File: src/design/can_gcs_pkg.sv
// Purpose: Shared constants and types of the CAN global control/status block
// Assumes: APB slave, 32-bit data, one aligned word per byte-wide register
// Notes:   Offsets are byte addresses on the 8-bit APB address
package can_gcs_pkg;

  // Register byte offsets
  localparam logic [7:0] OFF_CONTROL = 8'h00;
  localparam logic [7:0] OFF_STATUS  = 8'h04;
  localparam logic [7:0] OFF_FLAGS   = 8'h08;
  localparam logic [7:0] OFF_ENABLE  = 8'h0C;

  // Reset values
  localparam logic [7:0] RST_CONTROL = 8'h00;
  localparam logic [7:0] RST_FLAGS   = 8'h00;
  localparam logic [7:0] RST_ENABLE  = 8'h00;

  // General control fields
  localparam int CTL_ABORT    = 7;
  localparam int CTL_OVLREQ   = 6;
  localparam int CTL_TTMODE   = 5;
  localparam int CTL_TTSYNC   = 4;
  localparam int CTL_LISTEN   = 3;
  localparam int CTL_TEST     = 2;
  localparam int CTL_RUN      = 1;
  localparam int CTL_SOFTRST  = 0;

  // General status fields
  localparam int STA_OVERLOAD = 6;
  localparam int STA_TXBUSY   = 4;
  localparam int STA_RXBUSY   = 3;
  localparam int STA_RUN      = 2;
  localparam int STA_BUSOFF   = 1;
  localparam int STA_ERRPASS  = 0;

  // Interrupt flag fields
  localparam int FLG_SUMMARY  = 7;
  localparam int FLG_BUSOFF   = 6;
  localparam int FLG_TWRAP    = 5;
  localparam int FLG_BUFDONE  = 4;
  localparam int FLG_STUFF    = 3;
  localparam int FLG_CRC      = 2;
  localparam int FLG_FORM     = 1;
  localparam int FLG_ACK      = 0;

  // Interrupt enable fields
  localparam int IEN_GLOBAL   = 7;
  localparam int IEN_BUSOFF   = 6;
  localparam int IEN_RX       = 5;
  localparam int IEN_TX       = 4;
  localparam int IEN_MOBERR   = 3;
  localparam int IEN_BUFFER   = 2;
  localparam int IEN_GENERR   = 1;
  localparam int IEN_TWRAP    = 0;

  // Recessive bits needed before the channel goes live
  localparam logic [3:0]  IDLE_BITS  = 4'hB;
  localparam logic [15:0] TIMER_MAX  = 16'hFFFF;

  typedef enum logic [1:0] {ST_OFF, ST_WAIT_IDLE, ST_RUN, ST_STOPPING} run_state_t;

endpackage : can_gcs_pkg

File: src/design/can_global_ctrl.sv
// Purpose: Global control, status and interrupt flags of a CAN controller
// Assumes: Protocol engine inputs are synchronous to mclk; bitSample marks a bus bit
// Notes:   APB answers with one wait state; registers sit in the low byte
//
// Summary of operation
// - Abort bit held high clears all in-use bits and cancels pending transfers.
// - Overload request bit asks for an overload frame after next received frame.
// - Time-trigger mode captures timer on SOF or last EOF bit by sync select.
// - Standby ends ongoing transmit, then freezes, drives recessive, disables receiver.
// - Enable mode reached only after eleven consecutive recessive bits.
// - Run-state status shows the real enabled state, not the command.
// - Soft reset bit resets the controller, ORed with hardware reset, self-clears.
// - Overload status is one while requested overload frame is sent; no interrupt.
// - Transmitter-busy status follows any transmit activity; no interrupt.
// - Receiver-busy status follows any frame receive or monitor; no interrupt.
// - Bus-off and error-passive bits show fault state; only bus-off entry interrupts.
// - Summary bit ORs every interrupt source except timer wrap.
// - Bus-off flag set only moving from error-passive to bus-off; write one clears.
// - Timer wrap flag set on FFFF to zero; cleared by write one or handler.
// - Buffer flag set on buffer completion; clear only after all fields rewritten.
// - Stuff error flag set on stuff violation; write one clears.
// - CRC error flag set on CRC mismatch; write one clears.
// - Form error flag set on fixed-form violation; write one clears.
// - Acknowledge error flag set on missing dominant ack; write one clears.
// - Enable bit 7 gates all but timer wrap; bits 6 and 5 bus-off, receive.
// - Enable bits 4..0 cover transmit, object error, buffer, general error, timer.
// - Errors recorded in a message object never set general error flags.
// - The 16-bit timer starts from zero when the controller becomes enabled.
//
// Implementation choices: the register addresses and register access over APB.
`timescale 1ns/1ps
module can_global_ctrl
  import can_gcs_pkg::*;
(
  input  wire logic        mclk,
  input  wire logic        reset_n,
  input  wire logic        psel,
  input  wire logic        penable,
  input  wire logic        pwrite,
  input  wire logic [7:0]  paddr,
  input  wire logic [31:0] pwdata,
  output logic      [31:0] prdata,
  output logic             pready,
  output logic             pslverr,
  input  wire logic        bitSample,
  input  wire logic        canRxBit,
  input  wire logic        txActiveIn,
  input  wire logic        rxActiveIn,
  input  wire logic        overloadSending,
  input  wire logic        busOffIn,
  input  wire logic        errPassiveIn,
  input  wire logic        sofEvent,
  input  wire logic        eofLastBitEvent,
  input  wire logic        timerTick,
  input  wire logic        stuffErrEvt,
  input  wire logic        crcErrEvt,
  input  wire logic        formErrEvt,
  input  wire logic        ackErrEvt,
  input  wire logic        errAtMob,
  input  wire logic        bufferDoneEvt,
  input  wire logic        bufferRewritten,
  input  wire logic        rxIrqPending,
  input  wire logic        txIrqPending,
  input  wire logic        mobErrIrqPending,
  input  wire logic        timerIrqAck,
  output logic             clearInUse,
  output logic             overloadFrameReq,
  output logic             listenMode,
  output logic             testMode,
  output logic             configFreeze,
  output logic             txForceRecessive,
  output logic             rxEnable,
  output logic             ctrlReset,
  output logic             runState,
  output logic [15:0]      canTimer,
  output logic [15:0]      captureTime,
  output logic             captureStrobe,
  output logic             irqGeneral,
  output logic             irqTimerWrap
);

  typedef struct packed {
    run_state_t  state;
    logic [3:0]  idleCnt;
    logic [7:0]  ctrl;
    logic [6:0]  flags;
    logic [7:0]  ien;
    logic [6:0]  stat;
    logic        prevErrPassive;
    logic [15:0] timer;
    logic [15:0] capture;
    logic        capStrobe;
    logic        softRst;
    logic        summary;
    logic        irqGen;
    logic        irqTmr;
    logic        ready;
    logic        slvErr;
    logic [31:0] rdata;
  } regs_t;

  regs_t s;
  regs_t next_s;

  logic       accSetup;
  logic       accDone;
  logic       wrDone;
  logic [6:0] flagSet;
  logic [6:0] flagClr;
  logic       mapped;

  // Bus phase decode; a write lands only on the edge that sees pready high
  assign accSetup = psel && penable && !s.ready;
  assign accDone  = psel && penable && s.ready;
  assign wrDone   = accDone && pwrite && !s.slvErr;
  assign mapped   = (paddr == OFF_CONTROL) || (paddr == OFF_STATUS) ||
                    (paddr == OFF_FLAGS) || (paddr == OFF_ENABLE);

  // Hardware events per flag; message-object errors stay out of general flags
  always_comb
  begin
    flagSet = '0;
    flagSet[FLG_BUSOFF]  = busOffIn && !s.stat[STA_BUSOFF] && s.prevErrPassive;
    flagSet[FLG_TWRAP]   = s.stat[STA_RUN] && timerTick && (s.timer == TIMER_MAX);
    flagSet[FLG_BUFDONE] = bufferDoneEvt;
    flagSet[FLG_STUFF]   = stuffErrEvt && !errAtMob;
    flagSet[FLG_CRC]     = crcErrEvt && !errAtMob;
    flagSet[FLG_FORM]    = formErrEvt && !errAtMob;
    flagSet[FLG_ACK]     = ackErrEvt && !errAtMob;
    flagClr = '0;
    if (wrDone && paddr == OFF_FLAGS)
    begin
      flagClr = pwdata[6:0];
      flagClr[FLG_BUFDONE] = pwdata[FLG_BUFDONE] && bufferRewritten;
    end
    if (timerIrqAck)
    begin
      flagClr[FLG_TWRAP] = 1'b1;
    end
  end

  // All next-state logic in one place
  always_comb
  begin
    next_s = s;
    // Controller reset lasts one cycle and clears stored fields; mirrors, flag events, captures, irq lines and ticks on the old timer count still land
    if (s.softRst)
    begin
      next_s = '0;
    end
    next_s.softRst   = 1'b0;
    next_s.capStrobe = 1'b0;

    // Live status mirrors; only bus-off and error-passive feed an interrupt, through bus-off entry
    next_s.stat[STA_OVERLOAD] = overloadSending;
    next_s.stat[STA_TXBUSY]   = txActiveIn;
    next_s.stat[STA_RXBUSY]   = rxActiveIn;
    next_s.stat[STA_BUSOFF]   = busOffIn;
    next_s.stat[STA_ERRPASS]  = errPassiveIn;
    next_s.stat[5]            = 1'b0;
    next_s.prevErrPassive     = errPassiveIn;

    // Set wins over a same-cycle clear
    next_s.flags = flagSet | (next_s.flags & ~flagClr);

    // Run/standby sequencing; the command bit only requests
    case (s.state)
      ST_OFF:
      begin
        next_s.idleCnt = '0;
        if (s.ctrl[CTL_RUN])
        begin
          next_s.state = ST_WAIT_IDLE;
        end
      end
      ST_WAIT_IDLE:
      begin
        if (!s.ctrl[CTL_RUN])
        begin
          next_s.state = ST_OFF;
        end
        else if (bitSample)
        begin
          if (!canRxBit)
          begin
            next_s.idleCnt = '0;
          end
          else if (s.idleCnt == IDLE_BITS - 4'h1)
          begin
            next_s.state = ST_RUN;
          end
          else
          begin
            next_s.idleCnt = s.idleCnt + 4'h1;
          end
        end
      end
      ST_RUN:
      begin
        if (!s.ctrl[CTL_RUN])
        begin
          next_s.state = ST_STOPPING;
        end
      end
      ST_STOPPING:
      begin
        // Let the frame on the wire finish before freezing
        if (!txActiveIn)
        begin
          next_s.state = ST_OFF;
        end
      end
      default:
      begin
        next_s.state = ST_OFF;
      end
    endcase
    if (s.softRst)
    begin
      next_s.state = ST_OFF;
    end
    next_s.stat[STA_RUN] = (next_s.state == ST_RUN) || (next_s.state == ST_STOPPING);

    // Timer held at zero until enabled, so it restarts from zero each time
    if (s.state == ST_RUN || s.state == ST_STOPPING)
    begin
      if (timerTick)
      begin
        next_s.timer = s.timer + 16'h0001;
      end
    end
    else
    begin
      next_s.timer = '0;
    end

    // Trigger capture only in time-trigger mode
    if (s.ctrl[CTL_TTMODE] && s.stat[STA_RUN])
    begin
      if ((!s.ctrl[CTL_TTSYNC] && sofEvent) || (s.ctrl[CTL_TTSYNC] && eofLastBitEvent))
      begin
        next_s.capture   = s.timer;
        next_s.capStrobe = 1'b1;
      end
    end

    // Register writes; soft reset bit is a one-shot and never stored
    if (wrDone && paddr == OFF_CONTROL)
    begin
      next_s.ctrl                = pwdata[7:0];
      next_s.ctrl[CTL_SOFTRST]   = 1'b0;
      next_s.softRst             = pwdata[CTL_SOFTRST];
    end
    if (wrDone && paddr == OFF_ENABLE)
    begin
      next_s.ien = pwdata[7:0];
    end

    // Summary image and the two request lines
    next_s.summary = (|next_s.flags[FLG_BUSOFF:FLG_ACK] & ~next_s.flags[FLG_TWRAP]) |
                     (|{next_s.flags[FLG_BUSOFF], next_s.flags[FLG_BUFDONE:FLG_ACK]}) |
                     rxIrqPending | txIrqPending | mobErrIrqPending;
    next_s.irqGen = s.ien[IEN_GLOBAL] && (
                    (s.flags[FLG_BUSOFF] && s.ien[IEN_BUSOFF]) ||
                    (rxIrqPending && s.ien[IEN_RX]) ||
                    (txIrqPending && s.ien[IEN_TX]) ||
                    (mobErrIrqPending && s.ien[IEN_MOBERR]) ||
                    (s.flags[FLG_BUFDONE] && s.ien[IEN_BUFFER]) ||
                    (|s.flags[FLG_STUFF:FLG_ACK] && s.ien[IEN_GENERR]));
    next_s.irqTmr = s.flags[FLG_TWRAP] && s.ien[IEN_TWRAP];

    // APB answer one cycle into the access phase
    next_s.ready  = accSetup;
    next_s.slvErr = accSetup && !mapped;
    if (accSetup)
    begin
      case (paddr)
        OFF_CONTROL: next_s.rdata = {24'h00_0000, s.ctrl};
        OFF_STATUS:  next_s.rdata = {24'h00_0000, 1'b0, s.stat};
        OFF_FLAGS:   next_s.rdata = {24'h00_0000, s.summary, s.flags};
        OFF_ENABLE:  next_s.rdata = {24'h00_0000, s.ien};
        default:     next_s.rdata = 32'h0000_0000;
      endcase
    end
  end

  // Single state register
  always_ff @(posedge mclk or negedge reset_n)
  begin
    if (!reset_n)
    begin
      s <= '0;
    end
    else
    begin
      s <= next_s;
    end
  end

  // Outputs straight from state
  assign prdata           = s.rdata;
  assign pready           = s.ready;
  assign pslverr          = s.slvErr;
  assign clearInUse       = s.ctrl[CTL_ABORT];
  assign overloadFrameReq = s.ctrl[CTL_OVLREQ];
  assign listenMode       = s.ctrl[CTL_LISTEN];
  assign testMode         = s.ctrl[CTL_TEST];
  assign configFreeze     = !s.stat[STA_RUN];
  assign txForceRecessive = !s.stat[STA_RUN];
  assign rxEnable         = s.stat[STA_RUN];
  assign ctrlReset        = s.softRst;
  assign runState         = s.stat[STA_RUN];
  assign canTimer         = s.timer;
  assign captureTime      = s.capture;
  assign captureStrobe    = s.capStrobe;
  assign irqGeneral       = s.irqGen;
  assign irqTimerWrap     = s.irqTmr;
endmodule : can_global_ctrl

File: config.mk
export PLATFORM = sky130hd
export DESIGN_NAME = can_global_ctrl
export DESIGN_NICKNAME = d
export VERILOG_FILES = /design/src/design/can_gcs_pkg.sv /design/src/design/can_global_ctrl.sv
export SDC_FILE = /design/constraint.sdc
export NUM_CORES = 1
export LEC_CHECK = 0
export ABC_AREA = 1
export BUFFER_PORTS_ARGS = -buffer_cell sky130_fd_sc_hd__buf_2
export CORE_ASPECT_RATIO = 0.9
export CORE_MARGIN = 10
export CORE_UTILIZATION = 50
export DETAILED_ROUTE_END_ITERATION = 7
export GPL_TIMING_DRIVEN = 1
export PLACE_DENSITY = 0.79
export SLEW_MARGIN = 15
export SYNTH_ARGS = -nofsm -noshare
export SYNTH_HDL_FRONTEND = slang
export SYNTH_SLANG_ARGS = --single-unit
File: constraint.sdc
create_clock -name mclk -period 2.1 [get_ports mclk]
set_clock_uncertainty 0.1 [all_clocks]
set_input_delay 0.21 -clock mclk [delete_from_list [all_inputs] [get_ports mclk]]
set_output_delay 0.21 -clock mclk [all_outputs]
set_load 0.01 [all_outputs]
==> metrics, run 1 <==
status=finished clean; Post-DP HPWL=~8500 um; Routability Congestion=roughly 0.95; dominant cell type by area after synthesis=dfrtp_1; Horiz. Die Dim=between 100 and 150 um; initial antenna violation count=1; CP Class=flip-flop to flip-flop; die footprint=about 13,000 um^2; Worst Setup End Kind=flip-flop; Worst Path Max Fanout=6; drt wl/cell=around 15 um; post-route antenna net violation count=0; Hold Crit Start=errAtMob; Post-Syn Instances=542; Main synth FF type=dfrtp_1; 1st-iter DRT viols=around 360; fin nets=between 600 and 700; Total GRT Usage=16.9%; Max Root-Sink Buffers=2; maximum VDD drop=a little over 0.4 mV; Skew-Pair Late Insertion Delay=approximately 0.35 ns; Via density=5.08; post-synth top area share=45.2%; async set-reset flop share out of synthesis=100%; Slew HR=approximately 66%; die height=between 100 and 150 um; fin area=~5000 um^2; Root Driver=clkbuf_8; Power Density=between 600 and 700 nW/um^2; total design power=~3000 uW; vias in the first global route=3,726; H-Tree Depth=3; Core Region=between 8000 and 9000 um^2; Worst Path Required=roughly 2.2 ns; Post-synth EDFFs=0; n_diodes=0; Overflow after GRT=0; total negative slack=0 ns; max-cap violations=0; CTS sink count=a little over 80; First-pass DRT Iterations=5; number of top-level pins=144; DRC viols=0; Inst Count DP=between 700 and 800; CTS buffer count=9; placed cell areas=about 4700 um^2; layout cells sized above 1=roughly a quarter; CTS tree=done; non-filler instance count after layout=between 700 and 800; Yosys reg bits=slightly above 80; Area growth, synth to finish=11.0%; final worst-path cycle share=between 80% and 90%; Mapped Avg Cell Area=8.28 um^2; clock slew at reported path FFs=0.09 ns; total number of vias=about 3,700; Resized cells post-CTS=0; Worst-Margin Slew=between 0.5 and 0.6 ns; CP Launch Type=flip-flop; Hold Path Stages=2; Setup violations, final=0; crit path DAT=1.88 ns; Hold EP=s[88]; Pins Over Slew Limit=0; largest net degree at the start of global routing=55; first-pass GRT wire length=18,100 um; reg2reg path depth=8; Hold Fails Final Rpt=0; Yosys warnings=0; Reg2Reg Launch Point=canTimer[0]; Pleak=~0.0025 uW; Post-CTS Setup Bufs=0; # port buffers=95; Filler cells=785; reg-to-reg slack, setup=0.34 ns; HP Class=input port to flip-flop; post-synthesis sequential area ratio=between 40% and 50%; mapped cell area=approximately 4500 um^2; RSZ-0062 raised after global routing=no; Initial Utilization=approximately half; Yosys cell types=40; WL final=between 10,000 and 15,000 um; min cycle time layout=roughly 1.8 ns; top post-synthesis cells by area=dfrtp_1, buf_4, nand2_1, nand3_1, inv_1; num rows=32; FMAX=approximately 0.57 GHz; RR Endpoint=canTimer[14]; cts hold-fix bufs=7
through the flow:
| stage | worst slack (ns) | hold slack (ns) | utilization (%) |
|---|---|---|---|
| after floorplan | 0.593 | -0.186 | - |
| after global placement | 0.439 | 0.0530 | 54.4 |
| after detailed placement | 0.361 | 0.0554 | 54.4 |
| after CTS | 0.342 | 0.00137 | 57.6 |
| after global routing | 0.259 | 0.00915 | 57.6 |
| final | 0.343 | 0.0110 | 57.6 |
metal layers:
| metal | global-route usage (%) | share of wire, % | vias to the layer above |
|---|---|---|---|
| met2 | 28.7 | 49 | 148 |
| li1 | - | - | 1806 |
| met3 | 4.00 | 8.0 | 19 |
| met1 | 20.2 | 42 | 1738 |
| met5 | 0 | 0 | - |
| met4 | 7.14 | 1.7 | 0 |
critical path, stage by stage, from the launching register on:
cell and delay, ns:
dfrtp_1 0.48, ha_1 0.23, nand2_2 0.09, nor2_4 0.18, nand2_4 0.10, nor2_4 0.15
nand4_1 0.14, nand3_1 0.11, o21ai_1 0.07
cell type report:
cell class	instances	area (um^2)	share of cell area, %
flip-flops and latches	81	2030	40.7
multi-input cells	338	1730	34.6
repair buffers	109	613	12.3
well taps	119	149	2.99
clock buffers	12	145	2.91
clock inverters	3	65.1	1.31
inverters	68	256	5.15
kinds of logic (layout without fill, tap and decap cells):
| kind of cell | count (synthesis) | count (layout) | synth area share (%) |
|---|---|---|---|
| AOI/OAI and AO/OA | 92 | 92 | 12.1 |
| other | 1 | 24 | 0.0836 |
| adders and majority gates | 3 | 3 | 0.836 |
| xor gates and xnor gates | 2 | 2 | 0.390 |
| DFF | 81 | 81 | 45.2 |
| and+or+nand+nor | 217 | 217 | 23.1 |
| buffers and inverters | 146 | 192 | 18.3 |
worst max-delay path by stage:
stage | depth (start not counted) | start | end
after floorplan | 8 | canTimer[0] | canTimer[14]
after global placement | 8 | canTimer[0] | canTimer[14]
after detailed placement | 8 | canTimer[0] | canTimer[14]
after CTS | 8 | canTimer[0] | canTimer[14]
after global routing | 8 | canTimer[0] | canTimer[14]
final | 8 | canTimer[0] | canTimer[14]
layout by cell type, fill, tap and decap left out, types with 6 or more instances in the layout:
cell            n
a21oi_1        11
buf_2          94
buf_4           7
clkbuf_8       10
conb_1         24
dfrtp_1        81
dlygate4sd3_1   7
inv_1          59
inv_2           8
nand2_1        95
nand3_1        57
nand4_1         6
nor2_1         30
nor2_4          7
nor3_1          6
o21ai_0        19
o21ai_1        42
state kept, by name (all words and copies together), names as in the netlist, 8 cells and up:
name	cells
captureTime	16
canTimer	16
s	30
prdata	8
synth_stat cells (all sizes together), types with 3 or more instances:
cell type	count
a21oi	13
a31oi	4
buf	76
dfrtp	81
ha	3
inv	67
nand2	101
nand3	59
nand4	6
nor2	42
nor3	7
o21ai	62
o22ai	7
power breakdown:
group | internal (uW) | switching [uW]
Sequential | 1570 | 10.7
Combinational | 59.8 | 113
Clock | 696 | 541
Total | 2330 | 665
Power figures use the tool's default switching activity.
==> run 2, diff against run 1 <==
--- a/config.mk
+++ b/config.mk
@@ -9,10 +9,10 @@
 export BUFFER_PORTS_ARGS = -buffer_cell sky130_fd_sc_hd__buf_2
 export CORE_ASPECT_RATIO = 0.9
 export CORE_MARGIN = 10
-export CORE_UTILIZATION = 50
+export CORE_UTILIZATION = 46
 export DETAILED_ROUTE_END_ITERATION = 7
 export GPL_TIMING_DRIVEN = 1
-export PLACE_DENSITY = 0.79
+export PLACE_DENSITY = 0.76
 export SLEW_MARGIN = 15
 export SYNTH_ARGS = -nofsm -noshare
 export SYNTH_HDL_FRONTEND = slang
==> constraint.sdc (replaced) <==
create_clock -name mclk -period 1.6 [get_ports mclk]
set_clock_uncertainty 0.1 [all_clocks]
set_input_delay 0.16 -clock mclk [delete_from_list [all_inputs] [get_ports mclk]]
set_output_delay 0.16 -clock mclk [all_outputs]
set_load 0.01 [all_outputs]
==> metrics, run 2 (same netlist as run 1, synthesis figures left out) <==
status=finished clean; final worst-path cycle share=99.1% (+15 points); Overflow after GRT=0 (unchanged); maximum VDD drop=0.434 mV (+7.6%); 1st-iter DRT viols=384 (+8.2%); Pins Over Slew Limit=0 (unchanged); first-pass GRT wire length=18,300 um (+0.99%); Max Root-Sink Buffers=2 (unchanged); Hold Fails Final Rpt=0 (unchanged); reg-to-reg slack, setup=0.01 ns (-0.33 ns); Inst Count DP=722 (+2.0%); Post-Place Setup Slack=0.0130 ns (-0.348 ns); Initial Utilization=46.7% (-5.2 points); Skew-Pair Late Insertion Delay=0.35 ns (about the same); First-pass DRT Iterations=5 (unchanged); die height=114 um (+3.5%); Worst Path Max Fanout=6 (unchanged); vias in the first global route=3,795 (+1.9%); DRC viols=0 (unchanged); Horiz. Die Dim=124 um (+3.5%); CTS tree=done; CP Buf/Inv Count=2 (+2); Pleak=0.00268 uW (+5.0%); drt wl/cell=15.4 um (+0.67%); critical path depth=9 (+1); HP Class=input port to flip-flop; Via density=5.10 (+0.32%); most frequent cells in the layout=nand2_1, buf_2, dfrtp_1, inv_1, nand3_1; Top reg by flops=s; Power Density=727 nW/um^2 (+21%); Core Region=9610 um^2 (+11%); number of top-level pins=144 (unchanged); FMAX=0.631 GHz (+11%); initial antenna violation count=0 (-1); Routability Congestion=0.969 (+1.9%); largest net degree at the start of global routing=44 (-20%); delay-heaviest family, CP=simple AND/OR/NAND/NOR gates; Area growth, synth to finish=16.6%; n_diodes=0 (unchanged); CP max stage cell=dfrtp_1; Setup violations, final=0 (unchanged); die footprint=14,100 um^2 (+7.2%); Reg area=2030 um^2 (unchanged); clock slew at reported path FFs=0.09 ns (about the same); CTS sink count=81 (unchanged); crit path DAT=1.74 ns (-0.14 ns); crit path cell chain=inv_1 -> nand3_2 -> nor2_4 -> buf_6 -> nand3_4 -> a21oi_2 -> nand2_1 -> nor2_1 -> nand2_1; Hold Path Stages=3 (+1); CP startpoint=pslverr; min cycle time layout=1.59 ns (-0.171 ns); total number of vias=3,876 (+4.4%); slowest stage delay, CP=0.38 ns (-0.10 ns); H-Tree Depth=3 (unchanged); RR Endpoint=s[36]; Total GRT Usage=15.9% (-0.96 points); WL final=11,700 um (+4.8%); fin nets=698 (+3.3%); Root Driver=clkbuf_8; non-filler instance count after layout=760 (+4.1%); CP Launch Type=flip-flop; worst setup path end=s[36]; max FFs per register=30 (unchanged); area of the multi-input gates=1790 um^2 (+3.9%); reg2reg path depth=9 (+1); Reg2Reg Launch Point=pslverr; post-route antenna net violation count=0 (unchanged); layout cells sized above 1=27.6% (+2.6 points); Worst Setup End Kind=flip-flop; Top cell by count, worst path=nand2_1; # port buffers=95 (unchanged); max-cap violations=0 (unchanged); num rows=34 (+6.3%); Filler cells=864 (+10%); CP Class=flip-flop to flip-flop; Worst Path Required=1.75 ns (-0.47 ns); CTS buffer count=9 (unchanged); post-route worst setup slack=0.0141 ns (-0.329 ns); Post-DP HPWL=8590 um (+0.69%); RSZ-0062 raised after global routing=yes
[run 2: through the flow]
| stage | instance area (um^2) | hold slack [ns] | total power, uW | TNS [ns] | util [%] |
|---|---|---|---|---|---|
| final | 5230 | 0.0132 | 3810 | 0 | 54.4 |
| after global routing | 5230 | 0.0246 | 3950 | -0.411 | 54.4 |
| after CTS | 5100 | 0.00306 | 3810 | 0 | 53.0 |
| after detailed placement | 4760 | -0.0129 | 2340 | 0 | 49.5 |
| after global placement | 4760 | -0.0173 | 2330 | 0 | 49.5 |
| after floorplan | 4570 | -0.236 | 2240 | 0 | - |
[run 2: how the worst min path moves through the flow]
| stage | startpoint | end | slack (ns) |
|---|---|---|---|
| final | canRxBit | s[102] | 0.01 |
| after global routing | pwdata[4] | s[83] | 0.02 |
| after CTS | pwdata[4] | s[83] | 0.003 |
| after detailed placement | reset_n | captureTime[8] | -0.01 |
| after global placement | reset_n | captureTime[9] | -0.02 |
| after floorplan | reset_n | canTimer[0] | -0.24 |
[run 2: power by group]
group          internal [uW]  total, uW  leakage, uW  switching, uW
clock network            720       1460    0.0000933            743
logic                    106        272      0.00150            165
registers               2060       2070      0.00108           10.9
[run 2: layout make-up]
type	count	share of cell area, %
Sequential cell	81	38.7
Multi-Input combinational cell	338	34.3
Timing Repair Buffer	131	15.5
Inverter	68	4.95
Tap cell	126	3.01
Clock buffer	11	2.51
Clock inverter	5	1.08
[run 2: repair_timing]
| action | in CTS | in global routing |
|---|---|---|
| hold endpoints to repair | 99 | 0 |
| buffers inserted | 0 | 7 |
| hold buffers | 15 | 0 |
| setup endpoints to repair | 0 | 8 |
| resized for setup | 0 | 21 |
[run 2: tightest hold or removal path, cell delays in order]
cell and delay [ns]:
buf_2 0.13, nand4_1 0.09, nand2_1 0.05
[run 2: metal layers]
metal | part of all wire [%] | global-route usage [%] | up-vias
li1 | - | - | 1853
met1 | 41 | 19.8 | 1809
met2 | 49 | 26.2 | 183
met3 | 7.9 | 3.41 | 31
met4 | 2.3 | 6.13 | 0
met5 | 0 | 0 | -
